--- src/usspi_pkg.sv ---
// constants, types and register map of the serial peripheral mode core
// Operation
// - serial peripheral mode runs only with sync select one and two-wire select zero
// - character length is seven or eight bits by configuration
// - master drives slave-in and bit clock; slave drives slave-out only
// - four-pin master with bus select low releases slave-in and bit clock
// - four-pin master with bus select low sets framing error flag
// - low bus select never resets; three-pin master ignores bus select
// - four-pin slave: select high halts and releases slave-out; low enables
// - power-up clear resets unit and sets soft reset until software clears it
// - soft reset clears enables, receive, overrun, framing flags; sets transmit flag
// - serial peripheral enable keeps its value under soft reset
// - master starts on buffer write, loads empty shifter, sends msb first
// - master samples slave-out msb first on the edge opposite to launch
// - full character goes to receive buffer and sets receive flag
// - transmit flag means buffer moved to shifter, not exchange complete
// - slave takes bit clock from external master, not the baud divider
// - slave sends character loaded into shifter before the clock starts
// - slave samples slave-in on opposite edge, buffers character, sets receive flag
// - overrun flag set when new character lands before previous one read
// - transmit flag set when buffer empty; unit zero flags at bits 7 and 6
// - unit one enables at bits 5 and 4, reset zero, gate flags; core has no interrupt output, enables are only stored
// - receive flag clears when receive buffer is read or serviced; core has no interrupt, clears on read or flag write
// - transmit flag clears when transmit buffer is written or serviced; core has no interrupt, clears on write or flag write
// - master bit clock is source clock over 16-bit divisor, at most half
// - clearing enable stops after the current transfer, or at once if idle
package usspi_pkg;
  // register indices; byte address is four times the index
  localparam logic [7:0] IDX_IE1     = 8'h00;
  localparam logic [7:0] IDX_IE2     = 8'h01;
  localparam logic [7:0] IDX_INTERRUPT_FLAG_FIRST    = 8'h02;
  localparam logic [7:0] IDX_INTERRUPT_FLAG_SECOND    = 8'h03;
  localparam logic [7:0] IDX_ME1     = 8'h04;
  localparam logic [7:0] IDX_ME2     = 8'h05;
  localparam logic [7:0] IDX_U0_BASE = 8'h70;
  localparam logic [7:0] IDX_U1_BASE = 8'h78;
  localparam int         IDX_LSB     = 2;
  // offsets within a unit's block
  localparam logic [2:0] OFS_CTL   = 3'h0;
  localparam logic [2:0] OFS_TCTL  = 3'h1;
  localparam logic [2:0] OFS_RCTL  = 3'h2;
  localparam logic [2:0] OFS_BR0   = 3'h4;
  localparam logic [2:0] OFS_BR1   = 3'h5;
  localparam logic [2:0] OFS_RXBUF = 3'h6;
  localparam logic [2:0] OFS_TXBUF = 3'h7;
  // field positions
  localparam int CTL_I2C    = 5;
  localparam int CTL_CHAR   = 4;
  localparam int CTL_LISTEN = 3;
  localparam int CTL_SYNC   = 2;
  localparam int CTL_MM     = 1;
  localparam int CTL_SOFT_RESET_BIT  = 0;
  localparam int TCTL_CLOCK_PHASE_BIT  = 7;
  localparam int TCTL_CLOCK_POLARITY_BIT  = 6;
  localparam int TCTL_STC   = 1;
  localparam int TCTL_TXEPT = 0;
  localparam int RCTL_FE    = 7;
  localparam int RCTL_OE    = 5;
  // per-unit bit positions in enable, flag and module-enable registers
  localparam int U0_TX_BIT  = 7;
  localparam int U0_RX_BIT  = 6;
  localparam int U1_TX_BIT  = 5;
  localparam int U1_RX_BIT  = 4;
  // character length and divider floor
  localparam logic [3:0]  BITS7   = 4'h7;
  localparam logic [3:0]  BITS8   = 4'h8;
  localparam logic [15:0] DIV_MIN = 16'h0002;
  localparam logic        RESP_OKAY = 1'b0;
  // synchronised pin positions
  localparam int PIN_SLAVE_IN_LINE = 0;
  localparam int PIN_SLAVE_OUT_LINE = 1;
  localparam int PIN_SERIAL_BIT_CLOCK = 2;
  localparam int PIN_STE  = 3;
  localparam int PIN_N    = 4;
  typedef enum logic [1:0] {
    ST_IDLE   = 2'b00,
    ST_SHIFT  = 2'b01,
    ST_FINISH = 2'b11
  } usspi_state_e;
endpackage

--- src/usspi_pin_if.sv ---
// pin levels between the synchroniser and the core
interface usspi_pin_if;
  logic [3:0] raw;
  logic [3:0] synced;
  modport sync (input raw, output synced);
  modport core (output raw, input synced);
endinterface

--- src/usspi_sync.sv ---
// two-stage synchroniser for the serial pins
module usspi_sync
  import usspi_pkg::*;
(
  input wire logic   clk,
  input wire logic   rst_n,
  usspi_pin_if.sync  pins
);
  typedef struct packed {
    logic [PIN_N-1:0] s1;
    logic [PIN_N-1:0] s2;
  } usspi_sync_s;

  usspi_sync_s q;
  usspi_sync_s n;

  // first stage feeds only the second stage
  always_comb begin
    n    = q;
    n.s1 = pins.raw;
    n.s2 = q.s1;
  end

  always_ff @(posedge clk) begin
    if (!rst_n) begin
      q <= '0;
    end else begin
      q <= n;
    end
  end

  assign pins.synced = q.s2;
endmodule

--- src/usspi_core.sv ---
// serial peripheral mode core with its register file on an ahb-lite slave
module usspi_core
  import usspi_pkg::*;
#(
  parameter int UNIT = 0
)
(
  input  wire logic        CLK,
  input  wire logic        RST_N,
  input  wire logic        HSEL,
  input  wire logic [31:0] HADDR,
  input  wire logic [1:0]  HTRANS,
  input  wire logic        HWRITE,
  input  wire logic [2:0]  HSIZE,
  input  wire logic [31:0] HWDATA,
  input  wire logic        HREADY,
  output logic             HREADYOUT,
  output logic             HRESP,
  output logic [31:0]      HRDATA,
  input  wire logic        SLAVE_IN_LINE_I,
  output logic             SLAVE_IN_LINE_O,
  output logic             SLAVE_IN_LINE_OE,
  input  wire logic        SLAVE_OUT_LINE_I,
  output logic             SLAVE_OUT_LINE_O,
  output logic             SLAVE_OUT_LINE_OE,
  input  wire logic        SERIAL_BIT_CLOCK_I,
  output logic             SERIAL_BIT_CLOCK_O,
  output logic             SERIAL_BIT_CLOCK_OE,
  input  wire logic        BUS_SELECT_INPUT
);
  if (UNIT < 0 || UNIT > 1) begin : g_chk
    $error("usspi_core: UNIT must be 0 or 1");
  end

  localparam logic [7:0] UBASE  = (UNIT == 1) ? IDX_U1_BASE : IDX_U0_BASE;
  localparam logic [7:0] IE_IDX = (UNIT == 1) ? IDX_IE2 : IDX_IE1;
  localparam logic [7:0] FG_IDX = (UNIT == 1) ? IDX_INTERRUPT_FLAG_SECOND : IDX_INTERRUPT_FLAG_FIRST;
  localparam logic [7:0] ME_IDX = (UNIT == 1) ? IDX_ME2 : IDX_ME1;
  localparam int         TX_B   = (UNIT == 1) ? U1_TX_BIT : U0_TX_BIT;
  localparam int         RX_B   = (UNIT == 1) ? U1_RX_BIT : U0_RX_BIT;

  typedef struct packed {
    logic         pend;
    logic         pwr;
    logic [7:0]   pidx;
    logic         rdy;
    logic         resp;
    logic [31:0]  rdata;
    logic         soft_reset_bit;
    logic         mm;
    logic         sync;
    logic         i2c;
    logic         char8;
    logic         listen;
    logic         clock_phase_bit;
    logic         clock_polarity_bit;
    logic         stc;
    logic         fe;
    logic         oe;
    logic [15:0]  br;
    logic [7:0]   rxbuf;
    logic [7:0]   txbuf;
    logic         txfull;
    logic         spie;
    logic         txie;
    logic         rxie;
    logic         txifg;
    logic         rxifg;
    usspi_state_e st;
    logic [7:0]   txsh;
    logic [7:0]   rxsh;
    logic [3:0]   cnt;
    logic [15:0]  div;
    logic         clk_lvl;
    logic         sclk_prev;
    logic         out_bit;
    logic         slave_in_line_o;
    logic         slave_in_line_oe;
    logic         slave_out_line_o;
    logic         slave_out_line_oe;
    logic         serial_bit_clock_o;
    logic         serial_bit_clock_oe;
  } usspi_core_s;

  usspi_core_s q;
  usspi_core_s n;
  usspi_pin_if pins ();

  logic s_slave_in_line;
  logic s_slave_out_line;
  logic s_serial_bit_clock;
  logic s_ste;

  function automatic logic msb_of(input logic [7:0] v, input logic c8);
    return c8 ? v[7] : v[6];
  endfunction

  function automatic logic [7:0] fit_char(input logic [7:0] v, input logic c8);
    return c8 ? v : {1'b0, v[6:0]};
  endfunction

  function automatic usspi_core_s core_rst();
    usspi_core_s r;
    r       = '0;
    r.soft_reset_bit = 1'b1;
    r.txifg = 1'b1;
    r.rdy   = 1'b1;
    r.resp  = RESP_OKAY;
    r.st    = ST_IDLE;
    return r;
  endfunction

  // pins cross into the clock domain before anything reads them
  assign pins.raw[PIN_SLAVE_IN_LINE] = SLAVE_IN_LINE_I;
  assign pins.raw[PIN_SLAVE_OUT_LINE] = SLAVE_OUT_LINE_I;
  assign pins.raw[PIN_SERIAL_BIT_CLOCK] = SERIAL_BIT_CLOCK_I;
  assign pins.raw[PIN_STE]  = BUS_SELECT_INPUT;
  assign s_slave_in_line = pins.synced[PIN_SLAVE_IN_LINE];
  assign s_slave_out_line = pins.synced[PIN_SLAVE_OUT_LINE];
  assign s_serial_bit_clock = pins.synced[PIN_SERIAL_BIT_CLOCK];
  assign s_ste  = pins.synced[PIN_STE];

  usspi_sync u_sync (
    .clk   (CLK),
    .rst_n (RST_N),
    .pins  (pins)
  );

  always_comb begin
    logic        spi_on;
    logic        m_blk;
    logic        s_blk;
    logic [3:0]  nbits;
    logic [15:0] dv;
    logic        lead;
    logic        trail;
    logic        do_launch;
    logic        do_sample;
    logic        run;
    logic        din;
    logic [3:0]  ncnt;
    logic [7:0]  rd;
    logic [7:0]  w;
    logic        in_unit;
    logic        tx_wr;
    do_launch = 1'b0;
    do_sample = 1'b0;
    din       = 1'b0;
    tx_wr     = 1'b0;
    spi_on    = q.sync & ~q.i2c & ~q.soft_reset_bit;
    m_blk     = ~q.stc & ~s_ste;
    s_blk     = ~q.stc & s_ste;
    nbits     = q.char8 ? BITS8 : BITS7;
    dv        = (q.br < DIV_MIN) ? DIV_MIN : q.br;
    lead      = 1'b0;
    trail     = 1'b0;
    run       = 1'b0;
    ncnt      = q.cnt;
    rd        = 8'h00;
    w         = HWDATA[7:0];
    in_unit   = (q.pidx[7:3] == UBASE[7:3]);
    n         = q;

    // ahb-lite: one wait state so read data comes from a flop
    if (HSEL && HTRANS[1] && HREADY) begin
      n.pend = 1'b1;
      n.pwr  = HWRITE;
      n.pidx = HADDR[IDX_LSB+7:IDX_LSB];
      n.rdy  = 1'b0;
    end
    if (q.pend) begin
      n.pend = 1'b0;
      n.rdy  = 1'b1;
      if (in_unit) begin
        case (q.pidx[2:0])
          OFS_CTL: begin
            rd[CTL_I2C]    = q.i2c;
            rd[CTL_CHAR]   = q.char8;
            rd[CTL_LISTEN] = q.listen;
            rd[CTL_SYNC]   = q.sync;
            rd[CTL_MM]     = q.mm;
            rd[CTL_SOFT_RESET_BIT]  = q.soft_reset_bit;
            if (q.pwr) begin
              n.i2c    = w[CTL_I2C];
              n.char8  = w[CTL_CHAR];
              n.listen = w[CTL_LISTEN];
              n.sync   = w[CTL_SYNC];
              n.mm     = w[CTL_MM];
              n.soft_reset_bit  = w[CTL_SOFT_RESET_BIT];
            end
          end
          OFS_TCTL: begin
            rd[TCTL_CLOCK_PHASE_BIT]  = q.clock_phase_bit;
            rd[TCTL_CLOCK_POLARITY_BIT]  = q.clock_polarity_bit;
            rd[TCTL_STC]   = q.stc;
            rd[TCTL_TXEPT] = (q.st == ST_IDLE) & ~q.txfull;
            if (q.pwr) begin
              n.clock_phase_bit = w[TCTL_CLOCK_PHASE_BIT];
              n.clock_polarity_bit = w[TCTL_CLOCK_POLARITY_BIT];
              n.stc  = w[TCTL_STC];
            end
          end
          OFS_RCTL: begin
            rd[RCTL_FE] = q.fe;
            rd[RCTL_OE] = q.oe;
            if (q.pwr) begin
              n.fe = w[RCTL_FE];
              n.oe = w[RCTL_OE];
            end
          end
          OFS_BR0: begin
            rd = q.br[7:0];
            if (q.pwr) begin
              n.br[7:0] = w;
            end
          end
          OFS_BR1: begin
            rd = q.br[15:8];
            if (q.pwr) begin
              n.br[15:8] = w;
            end
          end
          OFS_RXBUF: begin
            rd = q.rxbuf;
            if (!q.pwr) begin
              n.rxifg = 1'b0;
            end
          end
          OFS_TXBUF: begin
            rd = q.txbuf;
            if (q.pwr) begin
              tx_wr    = 1'b1;
              n.txbuf  = fit_char(w, q.char8);
              n.txfull = 1'b1;
              n.txifg  = 1'b0;
            end
          end
          default: rd = 8'h00;
        endcase
      end else if (q.pidx == IE_IDX) begin
        rd[TX_B] = q.txie;
        rd[RX_B] = q.rxie;
        if (q.pwr) begin
          n.txie = w[TX_B];
          n.rxie = w[RX_B];
        end
      end else if (q.pidx == FG_IDX) begin
        rd[TX_B] = q.txifg;
        rd[RX_B] = q.rxifg;
        if (q.pwr) begin
          n.txifg = w[TX_B];
          n.rxifg = w[RX_B];
        end
      end else if (q.pidx == ME_IDX) begin
        rd[TX_B] = q.spie;
        if (q.pwr) begin
          n.spie = w[TX_B];
        end
      end
      n.rdata = {24'h000000, rd};
    end

    // bit clock events: own divider as master, sampled pin edges as slave
    n.sclk_prev = s_serial_bit_clock;
    if (q.mm) begin
      lead  = (q.st == ST_SHIFT) && (q.div == (dv >> 1) - 16'h0001);
      trail = (q.st == ST_SHIFT) && (q.div == dv - 16'h0001);
    end else begin
      lead  = (s_serial_bit_clock != q.sclk_prev) && (q.sclk_prev == q.clock_polarity_bit);
      trail = (s_serial_bit_clock != q.sclk_prev) && (q.sclk_prev != q.clock_polarity_bit);
    end
    do_sample = q.clock_phase_bit ? trail : lead;
    do_launch = q.clock_phase_bit ? lead : trail;
    din       = q.mm ? s_slave_out_line : s_slave_in_line;

    // hardware sets below come after software writes, so a set wins
    case (q.st)
      ST_IDLE: begin
        n.cnt     = 4'h0;
        n.div     = 16'h0000;
        n.clk_lvl = q.clock_polarity_bit;
        // enable checked only here: a transfer in flight completes unless the abort below ends it
        if (spi_on && q.spie) begin
          // a frame opens on its lead edge; a stray trail after finish is not a start
          if (!q.mm && !s_blk && lead) begin
            run  = 1'b1;
            n.st = ST_SHIFT;
          end else if (q.txfull && !(q.mm && m_blk)) begin
            n.txsh    = q.txbuf;
            // a write landing in the load cycle keeps the buffer full
            n.txfull  = tx_wr;
            n.txifg   = ~tx_wr;
            n.out_bit = msb_of(q.txbuf, q.char8);
            if (q.mm) begin
              n.st = ST_SHIFT;
            end
          end
        end
      end
      ST_SHIFT: begin
        run = 1'b1;
      end
      ST_FINISH: begin
        n.rxbuf = fit_char(q.rxsh, q.char8);
        n.rxifg = 1'b1;
        if (q.rxifg) begin
          n.oe = 1'b1;
        end
        n.st  = ST_IDLE;
        n.cnt = 4'h0;
      end
      default: begin
        n.st = ST_IDLE;
      end
    endcase

    if (run) begin
      if (q.mm) begin
        n.div = trail ? 16'h0000 : q.div + 16'h0001;
        if (lead || trail) begin
          n.clk_lvl = ~q.clk_lvl;
        end
      end
      if (do_launch) begin
        n.txsh = {q.txsh[6:0], 1'b0};
        n.out_bit = q.clock_phase_bit ? msb_of(q.txsh, q.char8)
                           : msb_of({q.txsh[6:0], 1'b0}, q.char8);
      end
      if (do_sample) begin
        n.rxsh = {q.rxsh[6:0], din};
        ncnt   = q.cnt + 4'h1;
      end
      n.cnt = ncnt;
      if (q.mm ? (trail && ncnt == nbits) : (do_sample && ncnt == nbits)) begin
        n.st = ST_FINISH;
      end
    end

    // abort: mode off, bus conflict as master, deselected as slave
    if (q.st == ST_SHIFT && (!spi_on || (q.mm && m_blk) || (!q.mm && s_blk))) begin
      n.st      = ST_IDLE;
      n.cnt     = 4'h0;
      n.clk_lvl = q.clock_polarity_bit;
    end
    if (spi_on && q.mm && m_blk) begin
      n.fe = 1'b1;
    end

    // soft reset leaves the enable bit alone
    if (q.soft_reset_bit) begin
      n.rxie   = 1'b0;
      n.txie   = 1'b0;
      n.rxifg  = 1'b0;
      n.oe     = 1'b0;
      n.fe     = 1'b0;
      n.txifg  = 1'b1;
      n.txfull = 1'b0;
      n.st     = ST_IDLE;
      n.cnt    = 4'h0;
    end

    // pin drivers
    n.serial_bit_clock_o  = n.clk_lvl;
    n.slave_in_line_o  = n.out_bit;
    n.slave_out_line_o  = n.out_bit;
    n.slave_in_line_oe = spi_on & q.mm & ~m_blk;
    n.serial_bit_clock_oe = spi_on & q.mm & ~m_blk;
    n.slave_out_line_oe = spi_on & ~q.mm & ~s_blk;
  end

  always_ff @(posedge CLK) begin
    if (!RST_N) begin
      q <= core_rst();
    end else begin
      q <= n;
    end
  end

  assign HREADYOUT           = q.rdy;
  assign HRESP               = q.resp;
  assign HRDATA              = q.rdata;
  assign SLAVE_IN_LINE_O     = q.slave_in_line_o;
  assign SLAVE_IN_LINE_OE    = q.slave_in_line_oe;
  assign SLAVE_OUT_LINE_O    = q.slave_out_line_o;
  assign SLAVE_OUT_LINE_OE   = q.slave_out_line_oe;
  assign SERIAL_BIT_CLOCK_O  = q.serial_bit_clock_o;
  assign SERIAL_BIT_CLOCK_OE = q.serial_bit_clock_oe;
endmodule

--- config.mk ---
export PLATFORM = sky130hd
export DESIGN_NAME = usspi_core
export DESIGN_NICKNAME = d
export VERILOG_FILES = /design/src/usspi_pkg.sv /design/src/usspi_pin_if.sv /design/src/usspi_sync.sv /design/src/usspi_core.sv
export SDC_FILE = /design/constraint.sdc
export NUM_CORES = 1
export LEC_CHECK = 0
export CAP_MARGIN = 20
export CELL_PAD_IN_SITES_DETAIL_PLACEMENT = 0
export CELL_PAD_IN_SITES_GLOBAL_PLACEMENT = 2
export CORE_ASPECT_RATIO = 2
export CORE_MARGIN = 2
export CORE_UTILIZATION = 38
export CTS_CLUSTER_DIAMETER = 40
export DETAILED_ROUTE_END_ITERATION = 7
export DONT_BUFFER_PORTS = 1
export PLACE_DENSITY_LB_ADDON = 0.1
export SYNTH_ARGS = -nofsm -noshare
export SYNTH_HDL_FRONTEND = slang
export SYNTH_SLANG_ARGS = --single-unit
--- constraint.sdc ---
create_clock -name CLK -period 4.7 [get_ports CLK]
set_clock_uncertainty 0.05 [all_clocks]
set_input_delay 0.47 -clock CLK [delete_from_list [all_inputs] [get_ports CLK]]
set_output_delay 0.47 -clock CLK [all_outputs]
set_load 0.1 [all_outputs]
* After elaboration in Yosys (flattened, before gate mapping)
Cells that the tools add are included.
Cells by class: reductions and logical operators 49, $add $sub $neg 4, bitwise logic cells 23, equality and inequality tests 20, order comparisons 1, multiplexer cells 96
Operators by type and width (count):
- two-way mux 8 bit | 10
- two-way mux 1 bit | 50
- two-way mux 39 bit | 1
- two-way mux 18 bit | 2
- two-way mux 17 bit | 2
- == test 16 bit | 2
- two-way mux 16 bit | 2
- AND reduction 4 bit | 7
- two-way mux 2 bit | 13
- two-way mux 10 bit | 2
- logical AND 1 bit | 17
- adder 16 x 1 -> 16 bit, second input constant | 1
- less-than comparator 16 x 2 -> 1 bit, second input constant | 1
- two-way mux 4 bit | 4
- subtractor 15 x 1 -> 16 bit, second input constant | 1
- subtractor 16 x 1 -> 16 bit, second input constant | 1
- one-hot mux 3 bit (5 select lines) | 1
- NOT 1 bit | 14
- == test 3 bit, second input constant | 4
- two-way mux 6 bit | 2
- one-hot mux 1 bit (6 select lines) | 2
- one-hot mux 2 bit (6 select lines) | 1
- AND reduction 6 bit | 2
- nonzero test 2 bit | 6
- other kinds (27) | 45
Storage, ports and cells: output and inout bits 40, register bits 119, word-level logic and storage cells 231, bits of input ports 78

* Longest topological paths before layout
word-level depth 17, gate-level depth with buffers 17, gate-level depth less buffers 13

* Hierarchy
From an unflattened synthesis, not the netlist that was laid out.
Unflattened totals: cells, all modules 851, area total of the unflattened synthesis 7076.8 sq um
Modules (own cells, without submodules):
- usspi_core | cells an instance 835, area an instance 6866.6 sq um, seq. area each 2222.1 sq um, times used 1
- usspi_sync | cells an instance 16, area an instance 210.2 sq um, seq. area each 160.2 sq um, times used 1

* Least setup slack after synthesis
OpenSTA, ideal clock, no wires.
path kind flip-flop to flip-flop, start register q[72] in the netlist's numbering, end register q[31] in the netlist's numbering, cell stages (with the launch flop) 17, data arrival time 3819 ps, path buffers 4, required time 4578 ps, library setup time 72 ps, slack 760 ps, period minus slack after synthesis 3940 ps, path through dfxtp_1 > buf_2 > nor4_1 > a41oi_1 > ha_1 > clkbuf_1 > and2_1 > o21a_1 > o31ai_1 > o211ai_1 > nand4b_1 > nor4_1 > or2_1 > buf_6 > and2_4 > buf_6 > mux2i_1
On the way: cells in the longest elaborated chain, start to end 11, elaborated cells between the ends (all ways) 16, those cells by class add/sub (2); order compare (1); eq/ne (2); mux (7); reduce/logical (4)
Ends and longest elaborated chain:
- from (decl) | line usspi_core.sv:85 | usspi_core_s q;
- from (signal assigned) | line usspi_core.sv:373 | q <= core_rst();
- from (signal assigned) | line usspi_core.sv:375 | q <= n;
- less-than comparator 16 x 2 -> 1 bit | line usspi_core.sv:154 | dv = (q.br < DIV_MIN) ? DIV_MIN : q.br;
- two-way mux 16 bit (*) | line usspi_core.sv:154
- subtractor 15 x 1 -> 16 bit | line usspi_core.sv:266 | lead = (q.st == ST_SHIFT) && (q.div == (dv >> 1) - 16'h0001);
- == test 16 bit | line usspi_core.sv:266
- logical AND 1 bit | line usspi_core.sv:266
- two-way mux 1 bit | line usspi_core.sv:265 | if (q.mm) begin
- logical AND 1 bit | line usspi_core.sv:285 | if (!q.mm && !s_blk && lead) begin
- two-way mux 1 bit | line usspi_core.sv:285
- two-way mux 1 bit | line usspi_core.sv:283 | if (spi_on && q.spie) begin
- one-hot mux 1 bit (2 select lines) | line usspi_core.sv:277 | case (q.st)
- AND reduction 2 bit (no source line) (*)
Mark *: on every way between the ends. The rest lies on a longest branch, timed or not. A chain may end at the register's enable or synchronous reset.

* Worst setup path after layout
start register q[73] in the netlist's numbering, end register q[33] in the netlist's numbering
Same word-level chain as after synthesis.

==> summary.md <==
| Metric | Value |
|---|---|
| Post-Syn Area per Cell | 8.18 um^2 |
| Worst path slowest cell | or3b_2 |
| Tcrit/Tclk final | 0.917 |
| Vias in the first global route | 5883 |
| Top_reg_cell synth | dfxtp_1 |
| Slew HR | 0.261 |
| Distinct cells, synth | 65 |
| CP cell instances | nor4_1, buf_4, a41oi_1, buf_4, buf_4, ha_1, or3b_2, or4_1, o31ai_1, nand4_1, o41ai_1, buf_4, or2_1, and2_4, mux2i_1 |
| Initial antenna violation count | 0 |
| Grt met3 use | 0.0360 |
| GP Congestion | 0.889 |
| Max-cap violations | 0 |
| CTS tree | built |
| Core area | 17700 um^2 |
| Nets | 909 |
| Largest net degree at the start of global routing | 38 |
| Port bufs | 0 |
| Initial Util | 0.388 |
| Post-synth EDFFs | 0 |
| Inst Count DP | 1019 |
| Via count | 6053 |
| DRT Wirelength | 21.9 mm |
| DIE WIDTH | 99.0 um |
| Post-DP HPWL | 16.8 mm |
| Seq cells post-synth | 119 |
| Setup violators final | 0 |
| Register area share after synthesis | 0.347 |
| Cts hold-fix bufs | 0 |
| Filler instances | 1814 |
| LEAKAGE | 2.87 nW |
| Pwr dens | 325 nW/um^2 |
| GRT Residual Overflow | 0 |
| First-pass GRT wire length | 33.4 mm |
| Status | finished clean |
| Area taken by multi-input logic gates | 3980 um^2 |
| Post-route ant nets | 0 |
| Tmin final | 4.31 ns |
| Unrepaired setup endpoints after global routing | false |
| CTS Buf Count | 17 |
| Wirelength per Cell | 20.8 um |
| Crit Path Category | flop to flop |
| Worst Hold Class | primary input to flop |
| Clock Tree Buf Depth | 2 |
| Mapped Cells | 839 |
| Most frequent cells in the layout | dfxtp_1, nand2_1, nor2_1, mux2i_1, a21oi_1 |
| Num rows | 69 |
| Worst-margin pin slew | 1.11 ns |
| Area of the mapped netlist | 6860 um^2 |
| GR met2 Demand/Resource | 0.439 |
| Worst Path Max Fanout | 8 |
| FF+latch area | 2380 um^2 |
| Layout cells sized above 1 | 0.122 |
| CTS sink count | 119 |
| Ys Warns | 0 |
| Worst VDD drop | 252 uV |
| Root buf cell | clkbuf_16 |
| Max Clk Rate | 0.232 GHz |
| Most common cell after layout, fill and taps aside | dfxtp_1 |
| DIE HEIGHT | 194 um |
| Fin. Hold Viols | 0 |
| Synth async-reset ratio | 0 |
| Critical Path AT | 4.61 ns |
| Reg clk slew, reported paths | 0.06 ns |
| # diodes | 0 |
| Final setup TNS | 0 ns |
| Area delta synth->final | 11.1% |
| Fin cells | 1052 |
| Drc violations | 0 |
| First-pass DRT Iterations | 5 |
| CP Launch Type | flop |
| CP Data Required Time | 5.00 ns |
| Setup crit end kind | flop |
| Post-CTS Resized | 0 |
| Most Crowded Layer GR | met2 |
| Starting DRT DRC Count | 318 |
| Die ar. | 19200 um^2 |
| CP most frequent cell | buf_4 |
| Met1 usage | 0.219 |
| Max Slew Vio Count | 0 |
| Postcts setup bufs | 0 |
| CTS H-Tree Depth | 4 |
| Vias/cell | 5.75 |
| Top Ports | 118 |
| Clock Latency Late Sink | 0.42 ns |
| All-layer global routing usage | 0.229 |
| CP max stage delay | 0.53 ns |
## power breakdown
group          leakage, nW  switching (mW)  total [mW]  internal, mW
Combinational         1.63           0.121       0.137        0.0155
Clock                0.281           0.508        1.31         0.800
Sequential           0.962          0.0139        1.03          1.02
## sequential cells by signal (all words and copies together) (netlist names)
| name | flops |
|---|---|
| HRDATA | 8 |
| SERIAL_BIT_CLOCK_OE | 1 |
| u_sync.n | 4 |
| SLAVE_OUT_LINE_O | 1 |
| u_sync.pins.synced | 4 |
| q | 98 |
| SLAVE_OUT_LINE_OE | 1 |
| HREADYOUT | 1 |
| SERIAL_BIT_CLOCK_O | 1 |
## layout make-up
class,count,area share
Multi-Input combinational cell,630,0.522
Sequential cell,119,0.313
Clock buffer,19,0.0581
Timing Repair Buffer,46,0.0469
Tap cell,213,0.0349
Clock inverter,13,0.0190
Inverter,12,0.00591
## stage by stage
stage                     total power [mW]  hold slack, ns  setup WS [ns]   util  area, um^2
after global routing                  2.55          0.0640         0.0985  0.431        7630
final                                 2.47          0.0815          0.390  0.431        7630
after detailed placement              1.19           0.372          0.402  0.397        7030
after floorplan                       1.20           0.362          0.760      -        6950
after CTS                             2.50          0.0541          0.368  0.430        7620
after global placement                1.19           0.363          0.420  0.397        7030
## path summary, 6_finish.rpt
kind | slack [ns] | end | startpoint | depth (start not counted)
worst max-delay path | 0.39 | q[33]$_SDFFE_PN0P_ | q[73]$_SDFFE_PN0P_ | 15
worst min-delay path | 0.08 | q[95]$_SDFFE_PN1P_ | RST_N | 1
worst max register to register | 0.39 | q[33]$_SDFFE_PN0P_ | q[73]$_SDFFE_PN0P_ | 15
worst min register to register | 0.38 | u_sync.pins.synced[0]$_SDFF_PN0_ | u_sync.n[0]$_SDFF_PN0_ | 1
## routing by layer
metal | routed length [um] | up-vias
li1 | - | 2924
met1 | 7530 | 2945
met2 | 12500 | 128
met3 | 597 | 56
met4 | 1270 | 0
met5 | 0 | -
## worst max-delay path, delay by kind of cell (launching register included)
family | cells | cell delay [ns]
and+or+nand+nor | 6 | 1.90
AOI/OAI and AO/OA | 3 | 0.90
buffers and inverters | 4 | 0.60
DFF | 1 | 0.34
adders and majority gates | 1 | 0.24
muxes | 1 | 0.20
## cells by family after synthesis
kind of cell	synth area share
AND/OR/NAND/NOR	0.229
AO/OA/AOI/OAI	0.163
flip-flops	0.347
buffers and inverters	0.0857
multiplexers	0.113
XOR/XNOR	0.0523
adder cells (fa/ha/maj)	0.00911
other	0.000546
## synthesized netlist by cell type, types with 12 or more instances
cell type	count	area (um^2)
a21oi_1	58	290
a311oi_1	16	140
and3_1	12	75.1
buf_4	35	263
o21ai_0	21	105
dfxtp_1	119	2380
nor2_1	82	308
o31ai_1	13	97.6
inv_1	12	45.0
nor4_1	13	81.3
nand2_1	84	315
nor3_1	20	100
and2_1	13	81.3
or3_1	16	100
xor2_1	14	123
nand3_1	30	150
xnor2_1	27	236
mux2i_1	64	641
clkbuf_1	51	191
Power figures use the tool's default switching activity.
